**src/include/spci_pkg.sv**
```systemverilog
// Constants and types of the serial port command interpreter.
package spci_pkg;
    localparam logic [15:0] CMD_PORT_CTRL = 16'h10d0;
    localparam logic [15:0] CMD_CANCEL = 16'h112f;
    localparam logic [15:0] CMD_DIAL = 16'h1130;
    localparam logic [15:0] CANCEL_ALL = 16'h0001;
    localparam logic [15:0] CANCEL_READ = 16'h0002;
    localparam logic [15:0] CANCEL_WRITE = 16'h0003;
    localparam logic [15:0] WAIT_NONE = 16'h0000;
    localparam int RTS_BIT = 15;
    localparam int CTS_BIT = 5;
    localparam logic [2:0] HDR_LAST = 3'h5;
    localparam logic [7:0] ESC_CHAR = 8'h2b;
    localparam logic [1:0] ESC_LAST = 2'h2;
    localparam logic [7:0] STR_BYTES_MAX = 8'hfa;
    localparam logic [7:0] WR_BYTES_MIN = 8'h01;
    localparam int STR_WORDS = 125;
    localparam logic [15:0] STAT_OK = 16'h0001;
    localparam logic [15:0] STAT_BAD_CMD = 16'h0002;
    localparam logic [15:0] STAT_BAD_TYPE = 16'h0003;
    localparam logic [15:0] STAT_NOT_SIO = 16'h0004;
    localparam logic [15:0] STAT_BUSY = 16'h0005;
    localparam logic [15:0] STAT_BAD_LEN = 16'h0006;
    localparam logic [15:0] STAT_TIMEOUT = 16'h0007;
    localparam int CLK_PERIOD_NS = 40;
    localparam int SECOND_NS = 1000000000;
    localparam int SEC_CYCLES = SECOND_NS / CLK_PERIOD_NS;

    typedef enum logic [2:0] {
        PS_HDR, PS_CODE, PS_PCW, PS_CTYPE, PS_TMO, PS_LEN, PS_STR, PS_SKIP
    } spci_parse_t;

    typedef enum logic [2:0] {
        DS_IDLE, DS_ESC, DS_STR, DS_RESP, DS_DONE
    } spci_dial_t;
endpackage

```
**src/include/spci_dial_if.sv**
```systemverilog
// Link between the command parser and the dial sequencer.
`timescale 1ns/100ps
interface spci_dial_if;
    logic start;
    logic abort;
    logic [7:0] nbytes;
    logic [15:0] tmo_sec;
    logic [6:0] rd_addr;
    logic [15:0] rd_data;
    logic modem_resp;
    logic busy;
    logic done;
    logic [15:0] result;
    logic ack;
    logic [7:0] tx_byte;
    logic tx_valid;
    logic tx_ready;

    modport parser (output start, abort, nbytes, tmo_sec, rd_data, modem_resp, ack, tx_ready,
                    input rd_addr, busy, done, result, tx_byte, tx_valid);
    modport dialer (input start, abort, nbytes, tmo_sec, rd_data, modem_resp, ack, tx_ready,
                    output rd_addr, busy, done, result, tx_byte, tx_valid);
endinterface

```
**src/logic/spci_dial_tx.sv**
```systemverilog
// Dial sequencer: escape sequence, packed command string, response wait.
`timescale 1ns/100ps
module spci_dial_tx #(
    parameter int SEC_CYCLES = spci_pkg::SEC_CYCLES
) (
    input wire logic i_clock,
    input wire logic i_rst_b,
    spci_dial_if.dialer dl
);
    spci_pkg::spci_dial_t st_r, st_nxt;
    logic [7:0] idx_r, idx_nxt;
    logic [7:0] byte_r, byte_nxt;
    logic valid_r, valid_nxt;
    logic [15:0] res_r, res_nxt;
    logic [15:0] sec_r, sec_nxt;
    logic [31:0] tick_r, tick_nxt;
    logic [7:0] str_byte;

    // Earlier character sits in the low byte of each word.
    assign str_byte = idx_r[0] ? dl.rd_data[15:8] : dl.rd_data[7:0];
    assign dl.rd_addr = idx_r[7:1];
    assign dl.busy = (st_r != spci_pkg::DS_IDLE);
    assign dl.done = (st_r == spci_pkg::DS_DONE);
    assign dl.result = res_r;
    assign dl.tx_byte = byte_r;
    assign dl.tx_valid = valid_r;

    always_comb begin
        st_nxt = st_r;
        idx_nxt = idx_r;
        byte_nxt = byte_r;
        valid_nxt = valid_r;
        res_nxt = res_r;
        sec_nxt = sec_r;
        tick_nxt = tick_r;
        if (dl.abort && st_r != spci_pkg::DS_IDLE) begin
            // An aborted dial stops mid-string and reports nothing.
            st_nxt = spci_pkg::DS_IDLE;
            valid_nxt = 1'b0;
        end else begin
            case (st_r)
                spci_pkg::DS_IDLE: begin
                    if (dl.start) begin
                        st_nxt = spci_pkg::DS_ESC;
                        idx_nxt = 8'h00;
                        byte_nxt = spci_pkg::ESC_CHAR;
                        valid_nxt = 1'b1;
                    end
                end
                spci_pkg::DS_ESC: begin
                    if (dl.tx_ready) begin
                        if (idx_r[1:0] == spci_pkg::ESC_LAST) begin
                            idx_nxt = 8'h00;
                            valid_nxt = 1'b0;
                            st_nxt = spci_pkg::DS_STR;
                        end else begin
                            idx_nxt = idx_r + 8'h01;
                        end
                    end
                end
                spci_pkg::DS_STR: begin
                    if (!valid_r) begin
                        if (idx_r == dl.nbytes) begin
                            st_nxt = spci_pkg::DS_RESP;
                            sec_nxt = 16'h0000;
                            tick_nxt = 32'h0;
                        end else begin
                            byte_nxt = str_byte;
                            valid_nxt = 1'b1;
                        end
                    end else if (dl.tx_ready) begin
                        valid_nxt = 1'b0;
                        idx_nxt = idx_r + 8'h01;
                    end
                end
                spci_pkg::DS_RESP: begin
                    if (dl.modem_resp) begin
                        res_nxt = spci_pkg::STAT_OK;
                        st_nxt = spci_pkg::DS_DONE;
                    end else if (tick_r == 32'(SEC_CYCLES - 1)) begin
                        tick_nxt = 32'h0;
                        sec_nxt = sec_r + 16'h0001;
                        if (sec_r + 16'h0001 >= dl.tmo_sec) begin
                            res_nxt = spci_pkg::STAT_TIMEOUT;
                            st_nxt = spci_pkg::DS_DONE;
                        end
                    end else begin
                        tick_nxt = tick_r + 32'h1;
                    end
                end
                spci_pkg::DS_DONE: begin
                    if (dl.ack) begin
                        st_nxt = spci_pkg::DS_IDLE;
                    end
                end
                default: st_nxt = spci_pkg::DS_IDLE;
            endcase
        end
    end

    always_ff @(posedge i_clock or negedge i_rst_b) begin
        if (!i_rst_b) begin
            st_r <= spci_pkg::DS_IDLE;
            idx_r <= 8'h00;
            byte_r <= 8'h00;
            valid_r <= 1'b0;
            res_r <= 16'h0000;
            sec_r <= 16'h0000;
            tick_r <= 32'h0;
        end else begin
            st_r <= st_nxt;
            idx_r <= idx_nxt;
            byte_r <= byte_nxt;
            valid_r <= valid_nxt;
            res_r <= res_nxt;
            sec_r <= sec_nxt;
            tick_r <= tick_nxt;
        end
    end
endmodule

```
**src/logic/spci_top.sv**
```systemverilog
// Serial port command interpreter: block parser, RTS control, cancel and dial start.
`timescale 1ns/100ps
module spci_top #(
    parameter int SEC_CYCLES = spci_pkg::SEC_CYCLES
) (
    input wire logic i_clock,
    input wire logic i_rst_b,
    input wire logic i_word_valid,
    input wire logic i_word_first,
    input wire logic [15:0] i_word,
    input wire logic i_sio_mode,
    input wire logic i_duplex_p2p,
    input wire logic i_tx_active,
    input wire logic i_cts_present,
    input wire logic i_cts,
    input wire logic i_modem_resp,
    input wire logic i_tx_ready,
    input wire logic [7:0] i_wr_len,
    output logic o_rts_cmd,
    output logic o_tx_drv_en,
    output logic o_rts_line,
    output logic o_cancel_read,
    output logic o_cancel_write,
    output logic o_clear_to_send_flag,
    output logic o_wr_len_ok,
    output logic [7:0] o_tx_byte,
    output logic o_tx_valid,
    output logic o_stat_valid,
    output logic [15:0] o_stat_word,
    output logic [15:0] o_stat_type,
    output logic [15:0] o_stat_addr,
    output logic o_immediate_return_flag
);
    // ******************************************************************
    // Block parser
    // ******************************************************************
    spci_dial_if dif ();

    spci_pkg::spci_parse_t st_r, st_nxt;
    logic [2:0] hidx_r, hidx_nxt;
    logic [15:0] styp_r, styp_nxt;
    logic [15:0] sadr_r, sadr_nxt;
    logic imm_r, imm_nxt;
    logic rts_r, rts_nxt;
    logic crd_r, crd_nxt;
    logic cwr_r, cwr_nxt;
    logic sv_r, sv_nxt;
    logic [15:0] sw_r, sw_nxt;
    logic [15:0] ot_r, ot_nxt;
    logic [15:0] oa_r, oa_nxt;
    logic on_r, on_nxt;
    logic [15:0] tmo_r, tmo_nxt;
    logic [7:0] nb_r, nb_nxt;
    logic [6:0] widx_r, widx_nxt;
    logic start_r, start_nxt;
    logic [15:0] dtyp_r, dtyp_nxt;
    logic [15:0] dadr_r, dadr_nxt;
    logic dnw_r, dnw_nxt;
    logic drv_r, line_r, cts_r, wok_r;
    localparam int STR_WORDS_LOCAL = spci_pkg::STR_WORDS;
    logic [15:0] str_mem [STR_WORDS_LOCAL];
    logic str_we;

    // Replies are queued as a single status slot; parser replies take it first.
    task automatic reply(input logic [15:0] code);
        sv_nxt = 1'b1;
        sw_nxt = code;
        ot_nxt = styp_r;
        oa_nxt = sadr_r;
        on_nxt = imm_r;
    endtask

    always_comb begin
        st_nxt = st_r;
        hidx_nxt = hidx_r;
        styp_nxt = styp_r;
        sadr_nxt = sadr_r;
        imm_nxt = imm_r;
        rts_nxt = rts_r;
        crd_nxt = 1'b0;
        cwr_nxt = 1'b0;
        sv_nxt = 1'b0;
        sw_nxt = sw_r;
        ot_nxt = ot_r;
        oa_nxt = oa_r;
        on_nxt = on_r;
        tmo_nxt = tmo_r;
        nb_nxt = nb_r;
        widx_nxt = widx_r;
        start_nxt = 1'b0;
        dtyp_nxt = dtyp_r;
        dadr_nxt = dadr_r;
        dnw_nxt = dnw_r;
        str_we = 1'b0;
        dif.ack = 1'b0;
        if (i_word_valid && i_word_first) begin
            st_nxt = spci_pkg::PS_HDR;
            hidx_nxt = 3'h1;
        end else if (i_word_valid) begin
            case (st_r)
                spci_pkg::PS_HDR: begin
                    // Word 2 is wait mode, words 3 and 4 locate the status word.
                    case (hidx_r)
                        3'h1: imm_nxt = (i_word == spci_pkg::WAIT_NONE);
                        3'h2: styp_nxt = i_word;
                        3'h3: sadr_nxt = i_word;
                        default: ;
                    endcase
                    if (hidx_r == spci_pkg::HDR_LAST) begin
                        st_nxt = spci_pkg::PS_CODE;
                    end
                    hidx_nxt = hidx_r + 3'h1;
                end
                spci_pkg::PS_CODE: begin
                    st_nxt = spci_pkg::PS_SKIP;
                    case (i_word)
                        spci_pkg::CMD_PORT_CTRL: st_nxt = spci_pkg::PS_PCW;
                        spci_pkg::CMD_CANCEL: st_nxt = spci_pkg::PS_CTYPE;
                        spci_pkg::CMD_DIAL: begin
                            if (!i_sio_mode) begin
                                reply(spci_pkg::STAT_NOT_SIO);
                            end else if (dif.busy) begin
                                reply(spci_pkg::STAT_BUSY);
                            end else begin
                                st_nxt = spci_pkg::PS_TMO;
                            end
                        end
                        default: reply(spci_pkg::STAT_BAD_CMD);
                    endcase
                end
                spci_pkg::PS_PCW: begin
                    rts_nxt = i_word[spci_pkg::RTS_BIT];
                    reply(spci_pkg::STAT_OK);
                    st_nxt = spci_pkg::PS_SKIP;
                end
                spci_pkg::PS_CTYPE: begin
                    st_nxt = spci_pkg::PS_SKIP;
                    // Cancels only flag the engines; buffers and port setup stay intact.
                    case (i_word)
                        spci_pkg::CANCEL_ALL: begin
                            crd_nxt = 1'b1;
                            cwr_nxt = 1'b1;
                            reply(spci_pkg::STAT_OK);
                        end
                        spci_pkg::CANCEL_READ: begin
                            crd_nxt = 1'b1;
                            reply(spci_pkg::STAT_OK);
                        end
                        spci_pkg::CANCEL_WRITE: begin
                            cwr_nxt = 1'b1;
                            reply(spci_pkg::STAT_OK);
                        end
                        default: reply(spci_pkg::STAT_BAD_TYPE);
                    endcase
                end
                spci_pkg::PS_TMO: begin
                    tmo_nxt = i_word;
                    st_nxt = spci_pkg::PS_LEN;
                end
                spci_pkg::PS_LEN: begin
                    widx_nxt = 7'h00;
                    nb_nxt = i_word[7:0];
                    if (i_word == 16'h0000 || i_word > 16'(spci_pkg::STR_BYTES_MAX)) begin
                        reply(spci_pkg::STAT_BAD_LEN);
                        st_nxt = spci_pkg::PS_SKIP;
                    end else begin
                        st_nxt = spci_pkg::PS_STR;
                    end
                end
                spci_pkg::PS_STR: begin
                    str_we = 1'b1;
                    widx_nxt = widx_r + 7'h01;
                    if ({widx_r, 1'b1} >= nb_r - 8'h01) begin
                        // Hang-up strings use the same path as any other dial.
                        start_nxt = 1'b1;
                        dtyp_nxt = styp_r;
                        dadr_nxt = sadr_r;
                        dnw_nxt = imm_r;
                        st_nxt = spci_pkg::PS_SKIP;
                    end
                end
                spci_pkg::PS_SKIP: ;
                default: st_nxt = spci_pkg::PS_SKIP;
            endcase
        end
        if (!sv_nxt && dif.done) begin
            dif.ack = 1'b1;
            sv_nxt = 1'b1;
            sw_nxt = dif.result;
            ot_nxt = dtyp_r;
            oa_nxt = dadr_r;
            on_nxt = dnw_r;
        end
    end

    always_ff @(posedge i_clock or negedge i_rst_b) begin
        if (!i_rst_b) begin
            st_r <= spci_pkg::PS_SKIP;
            hidx_r <= 3'h0;
            styp_r <= 16'h0000;
            sadr_r <= 16'h0000;
            imm_r <= 1'b1;
            rts_r <= 1'b0;
            crd_r <= 1'b0;
            cwr_r <= 1'b0;
            sv_r <= 1'b0;
            sw_r <= 16'h0000;
            ot_r <= 16'h0000;
            oa_r <= 16'h0000;
            on_r <= 1'b0;
            tmo_r <= 16'h0000;
            nb_r <= 8'h00;
            widx_r <= 7'h00;
            start_r <= 1'b0;
            dtyp_r <= 16'h0000;
            dadr_r <= 16'h0000;
            dnw_r <= 1'b0;
        end else begin
            st_r <= st_nxt;
            hidx_r <= hidx_nxt;
            styp_r <= styp_nxt;
            sadr_r <= sadr_nxt;
            imm_r <= imm_nxt;
            rts_r <= rts_nxt;
            crd_r <= crd_nxt;
            cwr_r <= cwr_nxt;
            sv_r <= sv_nxt;
            sw_r <= sw_nxt;
            ot_r <= ot_nxt;
            oa_r <= oa_nxt;
            on_r <= on_nxt;
            tmo_r <= tmo_nxt;
            nb_r <= nb_nxt;
            widx_r <= widx_nxt;
            start_r <= start_nxt;
            dtyp_r <= dtyp_nxt;
            dadr_r <= dadr_nxt;
            dnw_r <= dnw_nxt;
        end
    end

    // The string store has no reset; words are always written before the dialer reads them.
    always_ff @(posedge i_clock) begin
        if (str_we) begin
            str_mem[widx_r] <= i_word;
        end
    end

    // ******************************************************************
    // Line levels and status
    // ******************************************************************
    always_ff @(posedge i_clock or negedge i_rst_b) begin
        if (!i_rst_b) begin
            drv_r <= 1'b0;
            line_r <= 1'b0;
            cts_r <= 1'b1;
            wok_r <= 1'b0;
        end else begin
            drv_r <= i_duplex_p2p | i_tx_active | o_tx_valid;
            line_r <= rts_r & (i_duplex_p2p | i_tx_active | o_tx_valid);
            cts_r <= !i_cts_present | i_cts;
            wok_r <= (i_wr_len >= spci_pkg::WR_BYTES_MIN) &&
                     (i_wr_len <= spci_pkg::STR_BYTES_MAX);
        end
    end

    // ******************************************************************
    // Dial sequencer
    // ******************************************************************
    assign dif.start = start_r;
    assign dif.abort = cwr_r;
    assign dif.nbytes = nb_r;
    assign dif.tmo_sec = tmo_r;
    assign dif.rd_data = str_mem[dif.rd_addr];
    assign dif.modem_resp = i_modem_resp;
    assign dif.tx_ready = i_tx_ready;

    spci_dial_tx #(.SEC_CYCLES(SEC_CYCLES)) u_dial (
        .i_clock(i_clock),
        .i_rst_b(i_rst_b),
        .dl(dif.dialer)
    );

    assign o_rts_cmd = rts_r;
    assign o_tx_drv_en = drv_r;
    assign o_rts_line = line_r;
    assign o_cancel_read = crd_r;
    assign o_cancel_write = cwr_r;
    assign o_clear_to_send_flag = cts_r;
    assign o_wr_len_ok = wok_r;
    assign o_tx_byte = dif.tx_byte;
    assign o_tx_valid = dif.tx_valid;
    assign o_stat_valid = sv_r;
    assign o_stat_word = sw_r;
    assign o_stat_type = ot_r;
    assign o_stat_addr = oa_r;
    assign o_immediate_return_flag = on_r;
endmodule

```
**config.mk**
```make
export PLATFORM = sky130hd
export DESIGN_NAME = spci_top
export DESIGN_NICKNAME = d
export VERILOG_FILES = /design/src/include/spci_pkg.sv /design/src/include/spci_dial_if.sv /design/src/logic/spci_dial_tx.sv /design/src/logic/spci_top.sv
export SDC_FILE = /design/constraint.sdc
export NUM_CORES = 2
export LEC_CHECK = 0
export BUFFER_PORTS_ARGS = -buffer_cell sky130_fd_sc_hd__buf_4
export CORE_ASPECT_RATIO = 0.75
export CORE_MARGIN = 4
export CORE_UTILIZATION = 65
export DETAILED_ROUTE_END_ITERATION = 12
export MAX_ROUTING_LAYER = met4
export PLACE_DENSITY = 0.82
export SLEW_MARGIN = 25
export SYNTH_ARGS = -nofsm -noshare
export SYNTH_HDL_FRONTEND = slang
export SYNTH_HIERARCHICAL = 1
export SYNTH_SLANG_ARGS = --single-unit
export TNS_END_PERCENT = 10
```
**constraint.sdc**
```tcl
create_clock -name i_clock -period 6.2 [get_ports i_clock]
set_input_delay 0.62 -clock i_clock [delete_from_list [all_inputs] [get_ports i_clock]]
set_output_delay 0.62 -clock i_clock [all_outputs]
set_load 0.01 [all_outputs]
```
Word level (Yosys, flattened, before mapping) --
Memory sizes are Yosys's and may differ from the RTL's. Index checks and enable logic that the tools add are counted.
Cells by class: order comparisons 5, mux-type cells 115, add/subtract/negate cells 6, bitwise operators 6, eq/ne operators 46, reductions and logical operators 48
Operators by type and width (number):
- two-way mux 16 bit | 25
- two-way mux 32 bit | 4
- case mux 16 bit (2 select lines) | 4
- case mux 16 bit (3 select lines) | 2
- two-way mux 8 bit | 9
- case mux 16 bit (4 select lines) | 1
- case mux 32 bit (2 select lines) | 1
- two-way mux 3 bit | 17
- == test 16 x 13 -> 1 bit, second input constant | 3
- two-way mux 1 bit | 38
- adder 32 x 1 -> 32 bit, second input constant | 1
- == test 16 x 2 -> 1 bit, second input constant | 2
- == test 32 x 25 -> 1 bit, second input constant | 1
- AND reduction 4 bit | 7
- case mux 8 bit (3 select lines) | 1
- AND reduction 6 bit | 4
- == test 3 x 2 -> 1 bit, second input constant | 6
- case mux 3 bit (6 select lines) | 1
- adder 16 x 1 -> 16 bit, second input constant | 1
- == test 16 x 1 -> 1 bit, second input constant | 1
- greater-or-equal comparator 16 bit | 1
- > comparator 16 x 8 -> 1 bit, second input constant | 1
- zero test 16 bit | 1
- case mux 8 bit (2 select lines) | 1
- other kinds (42) | 93
Storage, ports and cells: word-level logic and storage cells 258, register bits 245, bits in writable memories 2000, memories kept 1
Memories:
- str_mem | words 125, width 16, rd ports 1, clocked after memory_dff 0, wr ports 1, line spci_top.sv:61 | logic [15:0] str_mem [STR_WORDS_LOCAL];

Depth between registers and ports, before layout --
depth after elaboration 13, gate-level depth with buffers 16, mapped depth without buffers 13

By module --
Netlist, hierarchy kept.
Modules (own cells, without submodules):
- spci_top | instances 1, cells each 4452, seq. area each 64092.7 um2, area an instance 84433.5 um2
- spci_dial_tx | instances 1, cells each 562, seq. area each 1751.7 um2, area an instance 4833.4 um2

Worst setup path after synthesis --
OpenSTA, ideal clock, no wires.
path kind input-to-reg, start point input i_word[0], end point register u_dial.st_r[0], setup slack 2.822 ns, arrival time 3.254 ns, stages on the path 14, path buffers 3, cell sequence buf_2 or4_4 or4_4 o211ai_2 a21o_1 buf_6 buf_12 and2_1 nor3b_1 a21oi_1 o311ai_0 a21oi_2 nor2_1 a211o_1
On the way: longest elaborated chain between the ends 11, elaborated cells on any way between the ends 17, classes of those cells order compare: 1; eq/ne: 4; mux: 6; reduce/logical: 6
RTL lines:
- start: declaration | line spci_top.sv:10 | input wire logic [15:0] i_word,
- > comparator 16 x 8 -> 1 bit, or another cell as far along | line spci_top.sv:163 | if (i_word == 16'h0000 || i_word > 16'(spci_pkg::STR_BYTES_MAX)) begin
- logical OR 1 bit or OR reduction 2 bit (tied branches)
- two-way mux 1 bit or case mux 1 bit (2 select lines) (tied branches) | line spci_top.sv:163, spci_top.sv:116
- case mux 1 bit (3 select lines) * | line spci_top.sv:100 | case (st_r)
- two-way mux 1 bit * | line spci_top.sv:99 | end else if (i_word_valid) begin
- two-way mux 1 bit * | line spci_top.sv:96 | if (i_word_valid && i_word_first) begin
- zero test 1 bit * | line spci_top.sv:186 | if (!sv_nxt && dif.done) begin
- logical AND 1 bit * | line spci_top.sv:186
- two-way mux 1 bit * | line spci_top.sv:186
- via dif.ack | line spci_dial_if.sv:14 | logic ack;
- != test 3 x 1 -> 1 bit (no source line) *
- AND reduction 8 bit (no source line) *
- end signal: assignment | line spci_dial_tx.sv:103 | st_r <= spci_pkg::DS_IDLE;
- end signal: assignment | line spci_dial_tx.sv:111 | st_r <= st_nxt;
- end: declaration | line spci_dial_tx.sv:10 | spci_pkg::spci_dial_t st_r, st_nxt;
The timed path passes the listed nets; every way through them passes the cells marked *. A chain may end at the register's enable or synchronous reset.

Worst setup path in the final report --
start point register u_dial.idx_r[1], end point register u_dial.byte_r[2] (netlist: u_dial/dl.tx_byte[2])
On the way: longest elaborated chain between the ends 5, elaborated cells on any way between the ends 8, classes of those cells eq/ne: 2; mux: 4; reduce/logical: 1; memory: 1
RTL lines:
- start: declaration | line spci_dial_tx.sv:11 | logic [7:0] idx_r, idx_nxt;
- start signal: assignment | line spci_dial_tx.sv:112 | idx_r <= idx_nxt;
- memory (125 x 16 bit)
- via dif.rd_data[2] | line spci_dial_if.sv:9 | logic [15:0] rd_data;
- two-way mux 8 bit | line spci_dial_tx.sv:20 | assign str_byte = idx_r[0] ? dl.rd_data[15:8] : dl.rd_data[7:0];
- two-way mux 8 bit | line spci_dial_tx.sv:63 | if (idx_r == dl.nbytes) begin
- two-way mux 8 bit | line spci_dial_tx.sv:62 | if (!valid_r) begin
- case mux 8 bit (2 select lines) | line spci_dial_tx.sv:41 | case (st_r)
- end signal: assignment | line spci_dial_tx.sv:113 | byte_r <= byte_nxt;
- end: declaration | line spci_dial_tx.sv:12 | logic [7:0] byte_r, byte_nxt;
The timed path passes the listed nets, and every way through them passes these cells. The select of a mux whose other input is x is not followed.

==> results_dict.tcl <==
set metrics [dict create \
    status "finished, final reports clean" \
    worstPathRequired_ns 6.91 \
    arrival_ns 4.96 \
    instances_no_fill 7181 \
    fin_crit_ns 4.25 \
    setup_viol 0 \
    yosysTopAreaCell "edfxtp_1" \
    final.setup.tns_ns 0 \
    die_w_um 436 \
    overflow 0 \
    finalHoldViolCount 0 \
    synth_edf_count 2000 \
    total_power_w 0.0350 \
    yosys_register_bits 2231 \
    cts_max_path_buffers 3 \
    drt_pass1_iterations 6 \
    skew_ns 0.0271 \
    final_max_slew_viol_count 0 \
    die_h_um 329 \
    critPathCaptureType "flip-flop" \
    start_util 0.656 \
    io_buffers 100 \
    gr-usage-all-layers 0.329 \
    crit_type "flip-flop to flip-flop" \
    dp_cells 6807 \
    drtAntennaViolNets 0 \
    core_area_mm2 0.136 \
    cp_max_fo 112 \
    rows 117 \
    num_vias 50000 \
    dp_hpwl_um 129000 \
    place.gp.congestion 0.928 \
    syn_inst 5014 \
    rsz0062_at_grt "false" \
    largest_reg_flops 2000 \
    finalWirelength_um 227000 \
    syn_to_final_growth_pct 10.9 \
    p_leak_nw 32.0 \
    netlist_area_mm2 0.0893 \
    htreeDepth 4 \
    relSlewSlack 0.184 \
    dieArea_mm2 0.143 \
    path_clk_slew_ns 0.07 \
    fin_area_mm2 0.0990 \
    fmax_mhz 235 \
    grt_max_degree 124 \
    cts_made_buffers 196 \
    ir_worst_vdd_uv 323 \
    post-route-drc-count 0 \
    io_pins 101 \
    hp-class "primary input to flip-flop" \
    post_cts_buffers 0 \
    cap_viol_max_count 0 \
    yosysUniqueCellTypes 73 \
    first_global_vias 49800 \
    fin_crit_sh 0.686 \
    design.final.nets 5298 \
    root_buffer "clkbuf_16" \
    drt_iter0_markers 8427 \
    grt_pass1_wl_um 334000 \
    grt_antenna_before_repair 9 \
    regMostFlops "str_mem" \
    synth_common_cells "2000 x edfxtp_1, 474 x mux2i_1, 288 x mux4_2, 252 x nor2_1, 226 x dfrtp_1" \
    wire_per_inst_um 31.7 \
    ys.flop_type "edfxtp_1" \
    place_area_mm2 0.0927 \
    ys_top_cells_by_area "edfxtp_1 67%, mux4_2 7.3%, dfrtp_1 6.3%" \
    synth_top_area_share 0.673 \
    start_kind "flip-flop" \
    clock_sinks 2231 \
    yosysMostFrequentCell "edfxtp_1" \
    ys_warn_count 6 \
    viasPerCell 6.97 \
    drive_gt1_frac 0.201 \
    syn_area_per_cell_um2 17.8 \
    async_flop_share 0.104 \
    clock_latency_ns 0.84 \
    p_per_area_mw_per_mm2 354 \
    yosysSeqAreaShare 0.738 \
    cts_tree "done" \
    worstMarginPinSlew_ns 1.21 \
    top_regs "str_mem: 2000 flops, u_dial/tick_r: 32 flops" \
]
kinds of logic after synthesis:
logic type,synth area share
adders and majority gates,0.00491
muxes,0.147
AOI/OAI and AO/OA,0.0468
other,0.0000420
xor gates and xnor gates,0.00343
and+or+nand+nor,0.0429
DFF,0.738
buffers and inverters,0.0176
critical path: stages (launching register included):
cell and delay (ns):
dfrtp_4 0.96, buf_12 0.71, mux4_2 0.59, nor2b_1 0.14
a221o_1 0.30, a21oi_1 0.59, nor4_1 0.11, mux2i_1 0.23
nor2_1 0.07, mux2_2 0.28
cell usage in the layout (no fill, tap or decap), types with 46 or more instances in the layout:
cell	synthesis	final
dfrtp_1	226	221
clkinv_2	0	48
a21oi_1	177	177
inv_1	46	46
nor2_1	252	241
buf_4	24	286
nand3_1	85	84
a22oi_1	168	168
nor2b_1	51	48
mux4_2	288	288
mux2i_1	474	474
mux2_2	131	131
nor3_1	59	58
nand2_1	170	169
o21ai_0	119	119
edfxtp_1	2000	2000
clkbuf_16	0	201
metrics by stage:
stage / utilization / setup slack (ns) / hold slack (ns)
after global placement: 0.682 / 2.21 / 0.461
after detailed placement: 0.682 / 2.22 / 0.462
after global routing: 0.728 / 1.67 / 0.0355
final: 0.728 / 1.95 / 0.0226
after floorplan: - / 2.82 / 0.324
after CTS: 0.727 / 2.04 / 0.00188
where the power goes:
group	leakage, nW	switching, W	internal [W]	total [W]
sequential	21.0	0.000540	0.0169	0.0174
combinational	7.98	0.00329	0.00267	0.00596
clock	2.99	0.00536	0.00633	0.0117
total	32.0	0.00919	0.0259	0.0350
what timing repair did:
| item | 4_1_cts | 5_1_grt |
|---|---|---|
| hold endpoints to repair | 122 | 0 |
| hold buffers | 5 | 0 |
| resized for setup | 0 | 0 |
layout make-up:
type / count / area [µm²]
timing repair buffer: 312 / 2600
multi-input combinational: 2440 / 22000
inverter: 47 / 176
antenna: 7 / 17.5
clock inverter: 110 / 791
clock buffer: 249 / 5260
tap: 1785 / 2230
fill: 7612 / 37000
sequential: 2231 / 65900
worst paths after layout:
| check | start | end | slack, ns | cells after the start |
|---|---|---|---|---|
| hold / removal | i_cts_present | o_clear_to_send_flag | 0.02 | 2 |
| min in group asynchronous | i_rst_b | u_dial/sec_r[12] | 0.30 | 2 |
| setup reg to reg | u_dial/idx_r[1] | u_dial/dl.tx_byte[2] | 1.95 | 9 |
| max in group asynchronous | i_rst_b | o_stat_addr[9] | 4.81 | 3 |
| hold reg to reg | imm_r | imm_r | 0.50 | 2 |
| setup / recovery | u_dial/idx_r[1] | u_dial/dl.tx_byte[2] | 1.95 | 9 |
per-layer routing:
layer,global-route usage,wire (µm),part of all wire,vias to the layer above
li1,-,-,-,20400
met1,0.450,82300,0.36,25200
met2,0.479,104000,0.46,3789
met3,0.0889,30600,0.13,603
met4,0.133,10300,0.045,0
met5,-,0,0,-
No activity file was read; power rests on OpenSTA's default activity.
